===== config.mk =====
export PLATFORM = sky130hd
export DESIGN_NAME = lpm_ctrl
export DESIGN_NICKNAME = d
export VERILOG_FILES = /design/src/rtl/lpm_pkg.sv /design/src/rtl/lpm_ctrl.sv /design/src/rtl/lpm_wake_filter.sv
export SDC_FILE = /design/constraint.sdc
export NUM_CORES = 1
export LEC_CHECK = 0
export BUFFER_PORTS_ARGS = -buffer_cell sky130_fd_sc_hd__buf_2
export CAP_MARGIN = 20
export CELL_PAD_IN_SITES_DETAIL_PLACEMENT = 1
export CELL_PAD_IN_SITES_GLOBAL_PLACEMENT = 1
export CORE_ASPECT_RATIO = 0.75
export CORE_MARGIN = 5
export CORE_UTILIZATION = 50
export CTS_CLUSTER_DIAMETER = 150
export CTS_CLUSTER_SIZE = 30
export DETAILED_ROUTE_END_ITERATION = 10
export PLACE_DENSITY = 0.93
export RECOVER_POWER = 100
export SLEW_MARGIN = 20
export SYNTH_ARGS = -nofsm -noshare
export SYNTH_HDL_FRONTEND = slang
export SYNTH_SLANG_ARGS = --single-unit
export TNS_END_PERCENT = 20

===== constraint.sdc =====
create_clock -name clk -period 3.86 [get_ports clk]
set_input_delay 0.386 -clock clk [delete_from_list [all_inputs] [get_ports clk]]
set_output_delay 0.386 -clock clk [all_outputs]
set_load 0.1 [all_outputs]

===== src/rtl/lpm_pkg.sv =====
package lpm_pkg;
  // ****************************************************************
  // flash low-power select encodings
  // ****************************************************************
  localparam logic [1:0] FLASH_STANDBY = 2'h0;
  localparam logic [1:0] FLASH_DEEP_PD = 2'h1;
  localparam logic [1:0] FLASH_IDLE = 2'h2;
  // flash state outputs
  localparam logic [1:0] FST_ACTIVE = 2'h0;
  localparam logic [1:0] FST_STANDBY = 2'h1;
  localparam logic [1:0] FST_DEEP_PD = 2'h2;
  localparam logic [1:0] FST_IDLE = 2'h3;
  // master clock source select
  localparam logic [1:0] CLK_FAST_RC = 2'h0;
  localparam logic [1:0] CLK_MAIN_XTAL = 2'h1;
  localparam logic [1:0] CLK_PLL = 2'h2;
  // ****************************************************************
  // timing
  // ****************************************************************
  localparam int CLK_HZ = 40000000;
  localparam int CLK_PERIOD_NS = 1000000000 / CLK_HZ;
  localparam int WAKE_STANDBY_NS = 10000;
  localparam int WAKE_DEEP_PD_NS = 100000;
  localparam int WAKE_BACKUP_NS = 1000000;
  // longest times round down
  localparam int WAKE_STANDBY_CYC = WAKE_STANDBY_NS / CLK_PERIOD_NS;
  localparam int WAKE_DEEP_PD_CYC = WAKE_DEEP_PD_NS / CLK_PERIOD_NS;
  localparam int WAKE_BACKUP_CYC = WAKE_BACKUP_NS / CLK_PERIOD_NS;
  // settle cycles used by each wake sequence (well inside the limits)
  localparam int RC_START_CYC = 8;
  localparam int FLASH_DEEP_CYC = 64;
  localparam int SUPPLY_UP_CYC = 256;
  localparam int DEBOUNCE_CYC = 4;
  localparam int NUM_WAKE_PINS = 16;
  localparam int PERIPH_CLKS = 8;
  localparam logic [7:0] PERIPH_EN_RESET = 8'hff;
endpackage


===== src/rtl/lpm_ctrl.sv =====
`timescale 1ns/1ps
`default_nettype none
module lpm_ctrl
#(
  parameter int NPINS = lpm_pkg::NUM_WAKE_PINS,
  parameter int DEBOUNCE = lpm_pkg::DEBOUNCE_CYC,
  parameter int BACKUP_SETTLE = lpm_pkg::SUPPLY_UP_CYC
)
(
  input wire logic clk,
  input wire logic sys_rst,
  input wire logic deep_sleep_select,
  input wire logic regulator_off_request,
  input wire logic wait_mode_request,
  input wire logic [1:0] flash_low_power_select,
  input wire logic low_power_select,
  input wire logic wait_for_interrupt_instruction,
  input wire logic irq_pending,
  input wire logic slow_osc_xtal_select,
  input wire logic regulator_disable,
  input wire logic [1:0] master_clock_source,
  input wire logic [lpm_pkg::PERIPH_CLKS-1:0] periph_clock_enable,
  input wire logic [NPINS-1:0] wake_pins,
  input wire logic [NPINS-1:0] wake_pin_enables,
  input wire logic [NPINS-1:0] fast_startup_enables,
  input wire logic supply_monitor_alarm,
  input wire logic supply_monitor_wake_enable,
  input wire logic calendar_alarm,
  input wire logic calendar_wake_enable,
  input wire logic real_time_timer_alarm,
  input wire logic real_time_timer_wake_enable,
  output logic cpu_clock_en,
  output logic [lpm_pkg::PERIPH_CLKS-1:0] periph_clock_en,
  output logic mem_clock_en,
  output logic [1:0] master_clock_sel,
  output logic fast_rc_on,
  output logic slow_osc_xtal_on,
  output logic slow_osc_rc_on,
  output logic regulator_on,
  output logic core_supply_on,
  output logic sram_supply_on,
  output logic [1:0] flash_state,
  output logic pins_hold,
  output logic pins_reset_pullup,
  output logic cpu_reset,
  output logic master_clock_ready,
  output logic [2:0] mode_state
);
  typedef enum {ST_ACTIVE, ST_SLEEP, ST_WAIT, ST_WAIT_WAKE, ST_BACKUP, ST_BACKUP_WAKE} lpm_state_t;

  lpm_state_t state_reg;
  logic [15:0] cnt_reg;
  logic [NPINS-1:0] pin_level;
  logic [NPINS-1:0] pin_prev_reg;
  logic [1:0] flp_reg;
  logic pin_change;
  logic pin_low;
  logic alarm_wake;
  logic backup_wake;
  logic wait_wake;
  logic [15:0] wait_settle;

  initial
  begin
    if (NPINS < 1 || NPINS > 32)
      $error("pin count out of range");
    if (BACKUP_SETTLE < 1 || BACKUP_SETTLE >= lpm_pkg::WAKE_BACKUP_CYC)
      $error("backup settle breaks latency");
  end

  // ****************************************************************
  // wake pin conditioning
  // ****************************************************************
  genvar gi;
  generate
    for (gi = 0; gi < NPINS; gi++)
    begin : g_pin
      lpm_wake_filter #(.DEBOUNCE(DEBOUNCE)) u_filt
      (
        .clk(clk),
        .sys_rst(sys_rst),
        .pin(wake_pins[gi]),
        .level(pin_level[gi])
      );
    end
  endgenerate

  always_ff @(posedge clk)
  begin
    if (sys_rst)
      pin_prev_reg <= '1;
    else
      pin_prev_reg <= pin_level;
  end

  always_comb
  begin
    pin_change = |((pin_level ^ pin_prev_reg) & wake_pin_enables);
    pin_low = |(~pin_level & fast_startup_enables);
    alarm_wake = (calendar_alarm & calendar_wake_enable)
               | (real_time_timer_alarm & real_time_timer_wake_enable);
    backup_wake = pin_change | alarm_wake
                | (supply_monitor_alarm & supply_monitor_wake_enable);
    wait_wake = pin_low | alarm_wake;
    // flash recovery time picked by mode
    wait_settle = (flp_reg == lpm_pkg::FLASH_DEEP_PD) ? 16'(lpm_pkg::FLASH_DEEP_CYC)
                                                    : 16'(lpm_pkg::RC_START_CYC);
  end

  // ****************************************************************
  // mode sequencer
  // ****************************************************************
  always_ff @(posedge clk)
  begin
    if (sys_rst)
    begin
      state_reg <= ST_ACTIVE;
      cnt_reg <= 16'h0000;
      flp_reg <= lpm_pkg::FLASH_STANDBY;
    end
    else
    begin
      unique case (state_reg)
        ST_ACTIVE:
        begin
          cnt_reg <= 16'h0000;
          if (deep_sleep_select && regulator_off_request)
            state_reg <= ST_BACKUP;
          else if (wait_mode_request && !deep_sleep_select
                   && flash_low_power_select[1] == 1'b0)
          begin
            flp_reg <= flash_low_power_select;
            state_reg <= ST_WAIT;
          end
          else if (wait_for_interrupt_instruction && !deep_sleep_select
                   && !low_power_select)
            state_reg <= ST_SLEEP;
        end
        ST_SLEEP:
          if (irq_pending)
            state_reg <= ST_ACTIVE;
        ST_WAIT:
          if (wait_wake)
            state_reg <= ST_WAIT_WAKE;
        ST_WAIT_WAKE:
          if (cnt_reg >= wait_settle - 16'h0001)
            state_reg <= ST_ACTIVE;
          else
            cnt_reg <= cnt_reg + 16'h0001;
        ST_BACKUP:
          if (backup_wake)
            state_reg <= ST_BACKUP_WAKE;
        // supplies come up, then reset released
        ST_BACKUP_WAKE:
          if (cnt_reg >= 16'(BACKUP_SETTLE - 1))
            state_reg <= ST_ACTIVE;
          else
            cnt_reg <= cnt_reg + 16'h0001;
      endcase
    end
  end

  // ****************************************************************
  // clock gating and clock source
  // ****************************************************************
  always_ff @(posedge clk)
  begin
    if (sys_rst)
    begin
      cpu_clock_en <= 1'b1;
      mem_clock_en <= 1'b1;
      periph_clock_en <= lpm_pkg::PERIPH_EN_RESET;
      master_clock_sel <= lpm_pkg::CLK_FAST_RC;
      fast_rc_on <= 1'b1;
    end
    else
    begin
      // sleep only stops the cpu; wait stops everything
      cpu_clock_en <= (state_reg == ST_ACTIVE);
      mem_clock_en <= (state_reg == ST_ACTIVE) || (state_reg == ST_SLEEP);
      periph_clock_en <= ((state_reg == ST_ACTIVE) || (state_reg == ST_SLEEP))
                         ? periph_clock_enable : '0;
      fast_rc_on <= (state_reg != ST_WAIT) && (state_reg != ST_BACKUP);
      // wake lands on fast RC; software may move on later
      if (state_reg == ST_WAIT_WAKE || state_reg == ST_BACKUP_WAKE)
        master_clock_sel <= lpm_pkg::CLK_FAST_RC;
      else if (state_reg == ST_ACTIVE)
        master_clock_sel <= (master_clock_source == 2'h3) ? lpm_pkg::CLK_PLL
                                                          : master_clock_source;
    end
  end

  // ****************************************************************
  // supplies, slow oscillator, pins, reset
  // ****************************************************************
  always_ff @(posedge clk)
  begin
    if (sys_rst)
    begin
      regulator_on <= 1'b1;
      core_supply_on <= 1'b1;
      sram_supply_on <= 1'b1;
      slow_osc_xtal_on <= 1'b0;
      slow_osc_rc_on <= 1'b1;
      pins_hold <= 1'b0;
      pins_reset_pullup <= 1'b1;
      cpu_reset <= 1'b1;
    end
    else
    begin
      // regulator off in backup or by request
      regulator_on <= (state_reg != ST_BACKUP) && !regulator_disable;
      core_supply_on <= (state_reg != ST_BACKUP);
      sram_supply_on <= (state_reg != ST_BACKUP);
      // one slow oscillator by software choice
      slow_osc_xtal_on <= slow_osc_xtal_select;
      slow_osc_rc_on <= !slow_osc_xtal_select;
      // hold pins in backup and until reset done
      pins_hold <= (state_reg == ST_BACKUP) || (state_reg == ST_BACKUP_WAKE);
      // pins come up as pulled-up inputs after backup reset
      if (state_reg == ST_BACKUP_WAKE)
        pins_reset_pullup <= 1'b1;
      else if (state_reg == ST_ACTIVE && !cpu_reset)
        pins_reset_pullup <= 1'b0;
      cpu_reset <= (state_reg == ST_BACKUP) || (state_reg == ST_BACKUP_WAKE);
    end
  end

  // ****************************************************************
  // flash state, ready flag, status
  // ****************************************************************
  always_ff @(posedge clk)
  begin
    if (sys_rst)
    begin
      flash_state <= lpm_pkg::FST_ACTIVE;
      master_clock_ready <= 1'b1;
      mode_state <= 3'h0;
    end
    else
    begin
      if (state_reg == ST_WAIT)
        unique case (flp_reg)
          lpm_pkg::FLASH_STANDBY: flash_state <= lpm_pkg::FST_STANDBY;
          lpm_pkg::FLASH_DEEP_PD: flash_state <= lpm_pkg::FST_DEEP_PD;
          default: flash_state <= lpm_pkg::FST_IDLE;
        endcase
      else
        flash_state <= lpm_pkg::FST_ACTIVE;
      // ready low in wait, backup and both wake sequences, high in active or sleep
      master_clock_ready <= (state_reg == ST_ACTIVE) || (state_reg == ST_SLEEP);
      mode_state <= 3'(state_reg);
    end
  end
endmodule
`default_nettype wire


===== src/rtl/lpm_wake_filter.sv =====
`timescale 1ns/1ps
`default_nettype none
// ****************************************************************
// pin synchroniser and debouncer for one wake pin
// ****************************************************************
module lpm_wake_filter
#(
  parameter int DEBOUNCE = 4
)
(
  input wire logic clk,
  input wire logic sys_rst,
  input wire logic pin,
  output logic level
);
  logic s1_reg;
  logic s2_reg;
  logic s3_reg;
  logic [15:0] cnt_reg;

  initial
  begin
    if (DEBOUNCE < 1 || DEBOUNCE > 65535)
      $error("debounce out of range");
  end

  // three-flop chain; s1 only feeds s2
  always_ff @(posedge clk)
  begin
    if (sys_rst)
    begin
      s1_reg <= 1'b1;
      s2_reg <= 1'b1;
      s3_reg <= 1'b1;
    end
    else
    begin
      s1_reg <= pin;
      s2_reg <= s1_reg;
      s3_reg <= s2_reg;
    end
  end

  // level accepted after s2/s3 agree and differ for DEBOUNCE cycles
  always_ff @(posedge clk)
  begin
    if (sys_rst)
    begin
      level <= 1'b1;
      cnt_reg <= 16'h0000;
    end
    else if (s2_reg == s3_reg && s3_reg != level)
    begin
      if (cnt_reg == 16'(DEBOUNCE - 1))
      begin
        level <= s3_reg;
        cnt_reg <= 16'h0000;
      end
      else
        cnt_reg <= cnt_reg + 16'h0001;
    end
    else
      cnt_reg <= 16'h0000;
  end
endmodule
`default_nettype wire


* Yosys cells after proc, flatten, opt, wreduce, memory -nomap -nowiden
Index checks and enable logic that the tools add are counted.
** Storage, ports and cells
- Register bits after elaboration :: 411
- Input bits :: 76
- Output and inout port bits :: 27
- Logic and storage cells :: 310
** Operators by class
- Add/sub/neg operators :: 18
- $lt $le $gt $ge :: 2
- Equal/unequal tests :: 70
- Muxes and demuxes :: 16
- Bitwise gates (word level) :: 30
- Reductions and logical operators :: 76
** Operators with widths (number)
- adder 16 x 1 -> 16 bit, second input constant :: 17
- equality test 16 x 2 -> 1 bit, second input constant :: 16
- 2-to-1 mux 32 bit :: 8
- one-hot mux 32 bit (6 select lines) :: 1
- equality test 32 x 3 -> 1 bit, second input constant :: 4
- equality test 32 x 2 -> 1 bit, second input constant :: 3
- equality test 32 x 4 -> 1 bit, second input constant :: 2
- zero test 32 bit :: 2
- one-hot mux 16 bit (3 select lines) :: 1
- OR reduction 3 bit :: 16
- bitwise AND 16 bit :: 2
- equality test 32 x 1 -> 1 bit, second input constant :: 1
- 2-to-1 mux 16 bit :: 2
- != test 32 x 3 -> 1 bit, second input constant :: 1
- != test 32 x 4 -> 1 bit, second input constant :: 1
- AND reduction 2 bit :: 16
- OR reduction 16 bit :: 2
- logical AND 1 bit :: 24
- inverter 1 bit :: 19
- equality test 1 bit :: 16
- greater-or-equal comparator 16 bit :: 1
- greater-or-equal comparator 16 x 8 -> 1 bit, second input constant :: 1
- != test 1 bit :: 16
- inverter 16 bit :: 1
- 19 further kinds :: 39

* Depth between registers and ports, before layout
- Depth in word-level cells :: 7
- Mapped depth :: 8
- Gate-level depth less buffers :: 8

* Modules after synthesis
A second synthesis with hierarchy kept.
** Second synthesis, totals
- Cells, all modules :: 1799
- Area, all modules :: 17090.1 µm²
** By module, submodules not included
- lpm_wake_filter at g_pin[0].u_filt ... :: times used 15, cells each 94, area an instance 900.9 µm², seq. area each 400.4 µm²
- lpm_ctrl :: times used 1, cells each 293, area an instance 2650.0 µm², seq. area each 1241.2 µm²
- lpm_wake_filter at g_pin[9].u_filt :: times used 1, cells each 96, area an instance 927.1 µm², seq. area each 400.4 µm²

* Worst setup path after synthesis
No wires, ideal clock.
- Path kind :: register to register
- From :: register flp_reg[1]
- To :: register state_reg[2]
- Arrival time :: 1.853 ns
- Data required time :: 3.737 ns
- Slack :: 1.884 ns
- Cell stages (with the launch flop) :: 8
- Period minus slack after synthesis :: 1.976 ns
- Cells stage by stage :: dfxtp_1 -> nand2b_1 -> ha_1 -> nand4_1 -> a21boi_1 -> o22ai_4 -> and4b_2 -> mux2_1
** Between the ends
- Word-level cells in the longest chain between the ends :: 6
** Ends and longest elaborated chain
- start: declaration :: line lpm_ctrl.sv:55 : logic [1:0] flp_reg;
- start signal: assignment :: line lpm_ctrl.sv:119 : flp_reg <= lpm_pkg::FLASH_STANDBY;
- start signal: assignment :: line lpm_ctrl.sv:132 : flp_reg <= flash_low_power_select;
- equality test 2 x 1 -> 1 bit :: line lpm_ctrl.sv:106 : wait_settle = (flp_reg == lpm_pkg::FLASH_DEEP_PD) ? 16'(lpm_pkg::FLASH_DEEP_CYC)
- 2-to-1 mux 7 bit :: line lpm_ctrl.sv:106
- subtractor 7 x 1 -> 8 bit :: line lpm_ctrl.sv:146 : if (cnt_reg >= wait_settle - 16'h0001)
- greater-or-equal comparator 16 bit :: line lpm_ctrl.sv:146
- != test 2 bit (no source line)
- AND reduction 6 bit (no source line)
- end signal: assignment :: line lpm_ctrl.sv:144 : state_reg <= ST_WAIT_WAKE;
- end signal: assignment :: line lpm_ctrl.sv:147 : state_reg <= ST_ACTIVE;
- end signal: assignment :: line lpm_ctrl.sv:152 : state_reg <= ST_BACKUP_WAKE;
- end: declaration :: line lpm_ctrl.sv:51 : lpm_state_t state_reg;
No other way between the ends.
A chain may end at the register's enable or synchronous reset.

* Worst setup path after layout
- From :: register state_reg[0]
- To :: register cnt_reg[7]
** Between the ends
- Word-level cells in the longest chain between the ends :: 3
** Ends and longest elaborated chain
- start signal: assignment :: line lpm_ctrl.sv:117 : state_reg <= ST_ACTIVE;
- start signal: assignment :: line lpm_ctrl.sv:128 : state_reg <= ST_BACKUP;
- start signal: assignment :: line lpm_ctrl.sv:133 : state_reg <= ST_WAIT;
- equality test 32 x 3 -> 1 bit (tied with other cells) :: line lpm_ctrl.sv:123 : unique case (state_reg)
- != test 2 bit (no source line) / nonzero test 3 bit (equally long branches)
- AND reduction 3 bit (no source line)
- end signal: assignment :: line lpm_ctrl.sv:149 : cnt_reg <= cnt_reg + 16'h0001;
- end signal: assignment :: line lpm_ctrl.sv:158 : cnt_reg <= cnt_reg + 16'h0001;
- end: declaration :: line lpm_ctrl.sv:52 : logic [15:0] cnt_reg;
Parallel ways exist; a longest one is shown, timed or not.

==> summary.txt <==
Layout
  – Flip-flop count of the largest register after layout: 256
  – Area growth, synth to finish: 7.66%
  – Fill cells: 3695
  – Nets@finish: 1958
  – Share of cells above drive strength 1: 8.81%
  – Post-layout instance area: 16900 um2

Logic synthesis
  – Post-synthesis cell area: 15700 um2
  – Most frequent cell after synthesis: dfxtp_1
  – Sequential area share after synthesis: 48.6%
  – Synthesized Nets: 1885
  – Post-synth top cells: 382 x dfxtp_1, 358 x nor2_1, 144 x xor2_1
  – EDFF count, synth: 0
  – Largest area contributor in the netlist: dfxtp_1
  – Top-area cell type share of the netlist area: 48.6%
  – Post-synth cell types: 59
  – Synthesized area per cell: 8.80 um2
  – Largest cells by area after synthesis: dfxtp_1 49%, nor2_1 8.5%, xor2_1 8.0%
  – Primary FF master, synth: dfxtp_1
  – Cells after Synth: 1789
  – #FFs+latches synth: 382
  – Ys async rst share: 0%
  – Yosys warns: 0

Route
  – Drt drc: 0
  – DR iter-0 viols: 677
  – Pre-antenna DRT Iters: 5
  – Routed WL: 39200 um
  – Drt wl/cell: 17.3 um
  – Antenna Violating Nets Remaining: 0
  – DR vias: 12600
  – Drt via density: 5.53

Outcome
  – Status: finished with violations
  – Violated checks: max-capacitance violations, max-slew violations

STA
  – Setup violations, final: 0
  – RSZ-0062 raised after global routing: false
  – Slew margin rel.: -15.7%
  – Setup TNS: 0 ps
  – Post-layout min period: 2810 ps
  – Slew @ Worst Pin: 1740 ps
  – Hold Vio Cnt, Final: 0
  – Max Clock Freq: 356 MHz
  – Final period util: 72.8%
  – Hold slack: 30.1 ps
  – Worst Skew: 15.6 ps
  – Final max-slew violation count: 96

Clock network
  – CTS root buffer: clkbuf_16
  – TritonCTS clock tree: done
  – Reg clk slew, reported paths: 110 ps
  – CTS max path bufs: 3
  – Post-CTS Hold Buffers: 0
  – PostCTS Resize Cnt: 0
  – Setup bufs post-CTS: 0
  – Skew-Pair Late Insertion Delay: 530 ps
  – H-tree depth: 1
  – Clock sink count: 382
  – CTS Buf Count: 16

Placement
  – Cell Area, Placed: 16600 um2
  – DP HPWL: 28000 um
  – Port bufs: 102
  – Gp weighted congestion: 0.814

Min path
  – Min-delay worst type: input pin to flop

Setup path
  – WS Path Type: flop to flop
  – Slowest cell on the critical path: dfxtp_1
  – Required @ worst endpoint: 4320 ps
  – Worst-path maximum fanout: 15
  – Worst-path cell chain: and2b_1 > nand4_2 > o22ai_1 > o2111ai_1 > or3_1 > a21oi_1
  – Top delay family on crit path: compound AO/OA/AOI/OAI gates
  – Worst Setup End Kind: flop
  – CP Launch Type: flop
  – Arrival time worst endpoint: 3260 ps
  – CP max stage delay: 660 ps
  – Crit path buf inv count: 0

Floorplanning
  – Row cnt: 56
  – Boundary Pins: 103
  – Core area: 31200 um2
  – Die X: 215 um
  – Die span in y: 164 um
  – Die ar.: 35200 um2
  – Starting Density: 50.5%

Global route
  – First-pass GRT wire length: 65300 um
  – GRT overflow: 0
  – Antenna violations before repair: 3
  – Overall Global Routing Usage: 21.8%
  – Vias in the first global route: 13300
  – Largest net degree at the start of global routing: 96

Power
  – Lkg Pwr: 6.12 nW
  – PwrDens: 403 nW/um2
  – Peak supply drop: 0.000418 V
  – Power, Total: 6.82 mW

Run
  – Max_cap viols: 1
per-layer routing:
| metal | up-vias | global-route usage (%) | routed length, um | part of all wire, % |
|---|---|---|---|---|
| met5 | - | 0 | 0 | 0 |
| met4 | 0 | 7.76 | 1390 | 3.5 |
| met3 | 85 | 2.78 | 1250 | 3.2 |
| met2 | 221 | 39.8 | 19500 | 50 |
| met1 | 6105 | 26.6 | 17100 | 44 |
| li1 | 6143 | - | - | - |
worst paths after layout:
path	from	to	slack [ps]	cells past startpoint
hold reg to reg	g_pin[15].u_filt.s1_reg	g_pin[15].u_filt.s2_reg	420	1
setup / recovery	state_reg[0]	cnt_reg[7]	1050	6
setup reg to reg	state_reg[0]	cnt_reg[7]	1050	6
hold / removal	wake_pins[5]	g_pin[5].u_filt.s1_reg	30	2
per-stage QoR:
step | setup WS [ps] | instances | utilization (%)
2_1_floorplan | 1880 | 1789 | -
3_3_place_gp | 1630 | 2250 | 53.2
3_5_place_dp | 1520 | 2250 | 53.2
4_1_cts | 1500 | 2268 | 54.6
5_1_grt | 831 | 2270 | 54.3
6_report | 1050 | 2271 | 54.4
layout by cell type, fill, tap and decap left out, drive strengths merged, types with 20 or more instances in the layout:
cell type / synthesis / routed
inv: 53 / 54
nand3: 104 / 104
xor2: 144 / 144
clkbuf: 44 / 47
a21oi: 55 / 55
o21a: 21 / 21
or3: 20 / 20
buf: 5 / 74
dfxtp: 382 / 382
o21ai: 20 / 20
nor3: 28 / 28
nand4: 54 / 54
nor4: 38 / 38
or2: 68 / 68
xnor2: 88 / 88
nor2: 358 / 358
nand2: 106 / 106
and3: 72 / 72
ha: 20 / 20
cell type report:
cell class | count | area (um2) | share of cell area [%]
Inverter | 54 | 203 | 1.20
Tap cell | 406 | 508 | 3.00
Timing Repair Buffer | 104 | 484 | 2.86
Clock buffer | 17 | 425 | 2.51
Clock inverter | 1 | 8.76 | 0.0517
Antenna cell | 3 | 7.51 | 0.0443
Multi-Input combinational cell | 1304 | 7660 | 45.2
Sequential cell | 382 | 7650 | 45.1
cell families after synthesis:
family,count (synthesis),synth area share [%]
AND/OR/NAND/NOR,900,28.0
flip-flops,382,48.6
XOR/XNOR,232,12.9
AO/OA/AOI/OAI,149,6.17
buffers and inverters,103,2.53
adder cells (fa/ha/maj),20,1.59
multiplexers,3,0.199
where the power goes:
| part | internal [mW] | switching, mW | leakage (nW) |
|---|---|---|---|
| registers | 4.02 | 0.0736 | 3.09 |
| clock network | 0.804 | 1.21 | 0.214 |
| logic | 0.150 | 0.569 | 2.81 |
(Power assumes the default switching activity.)
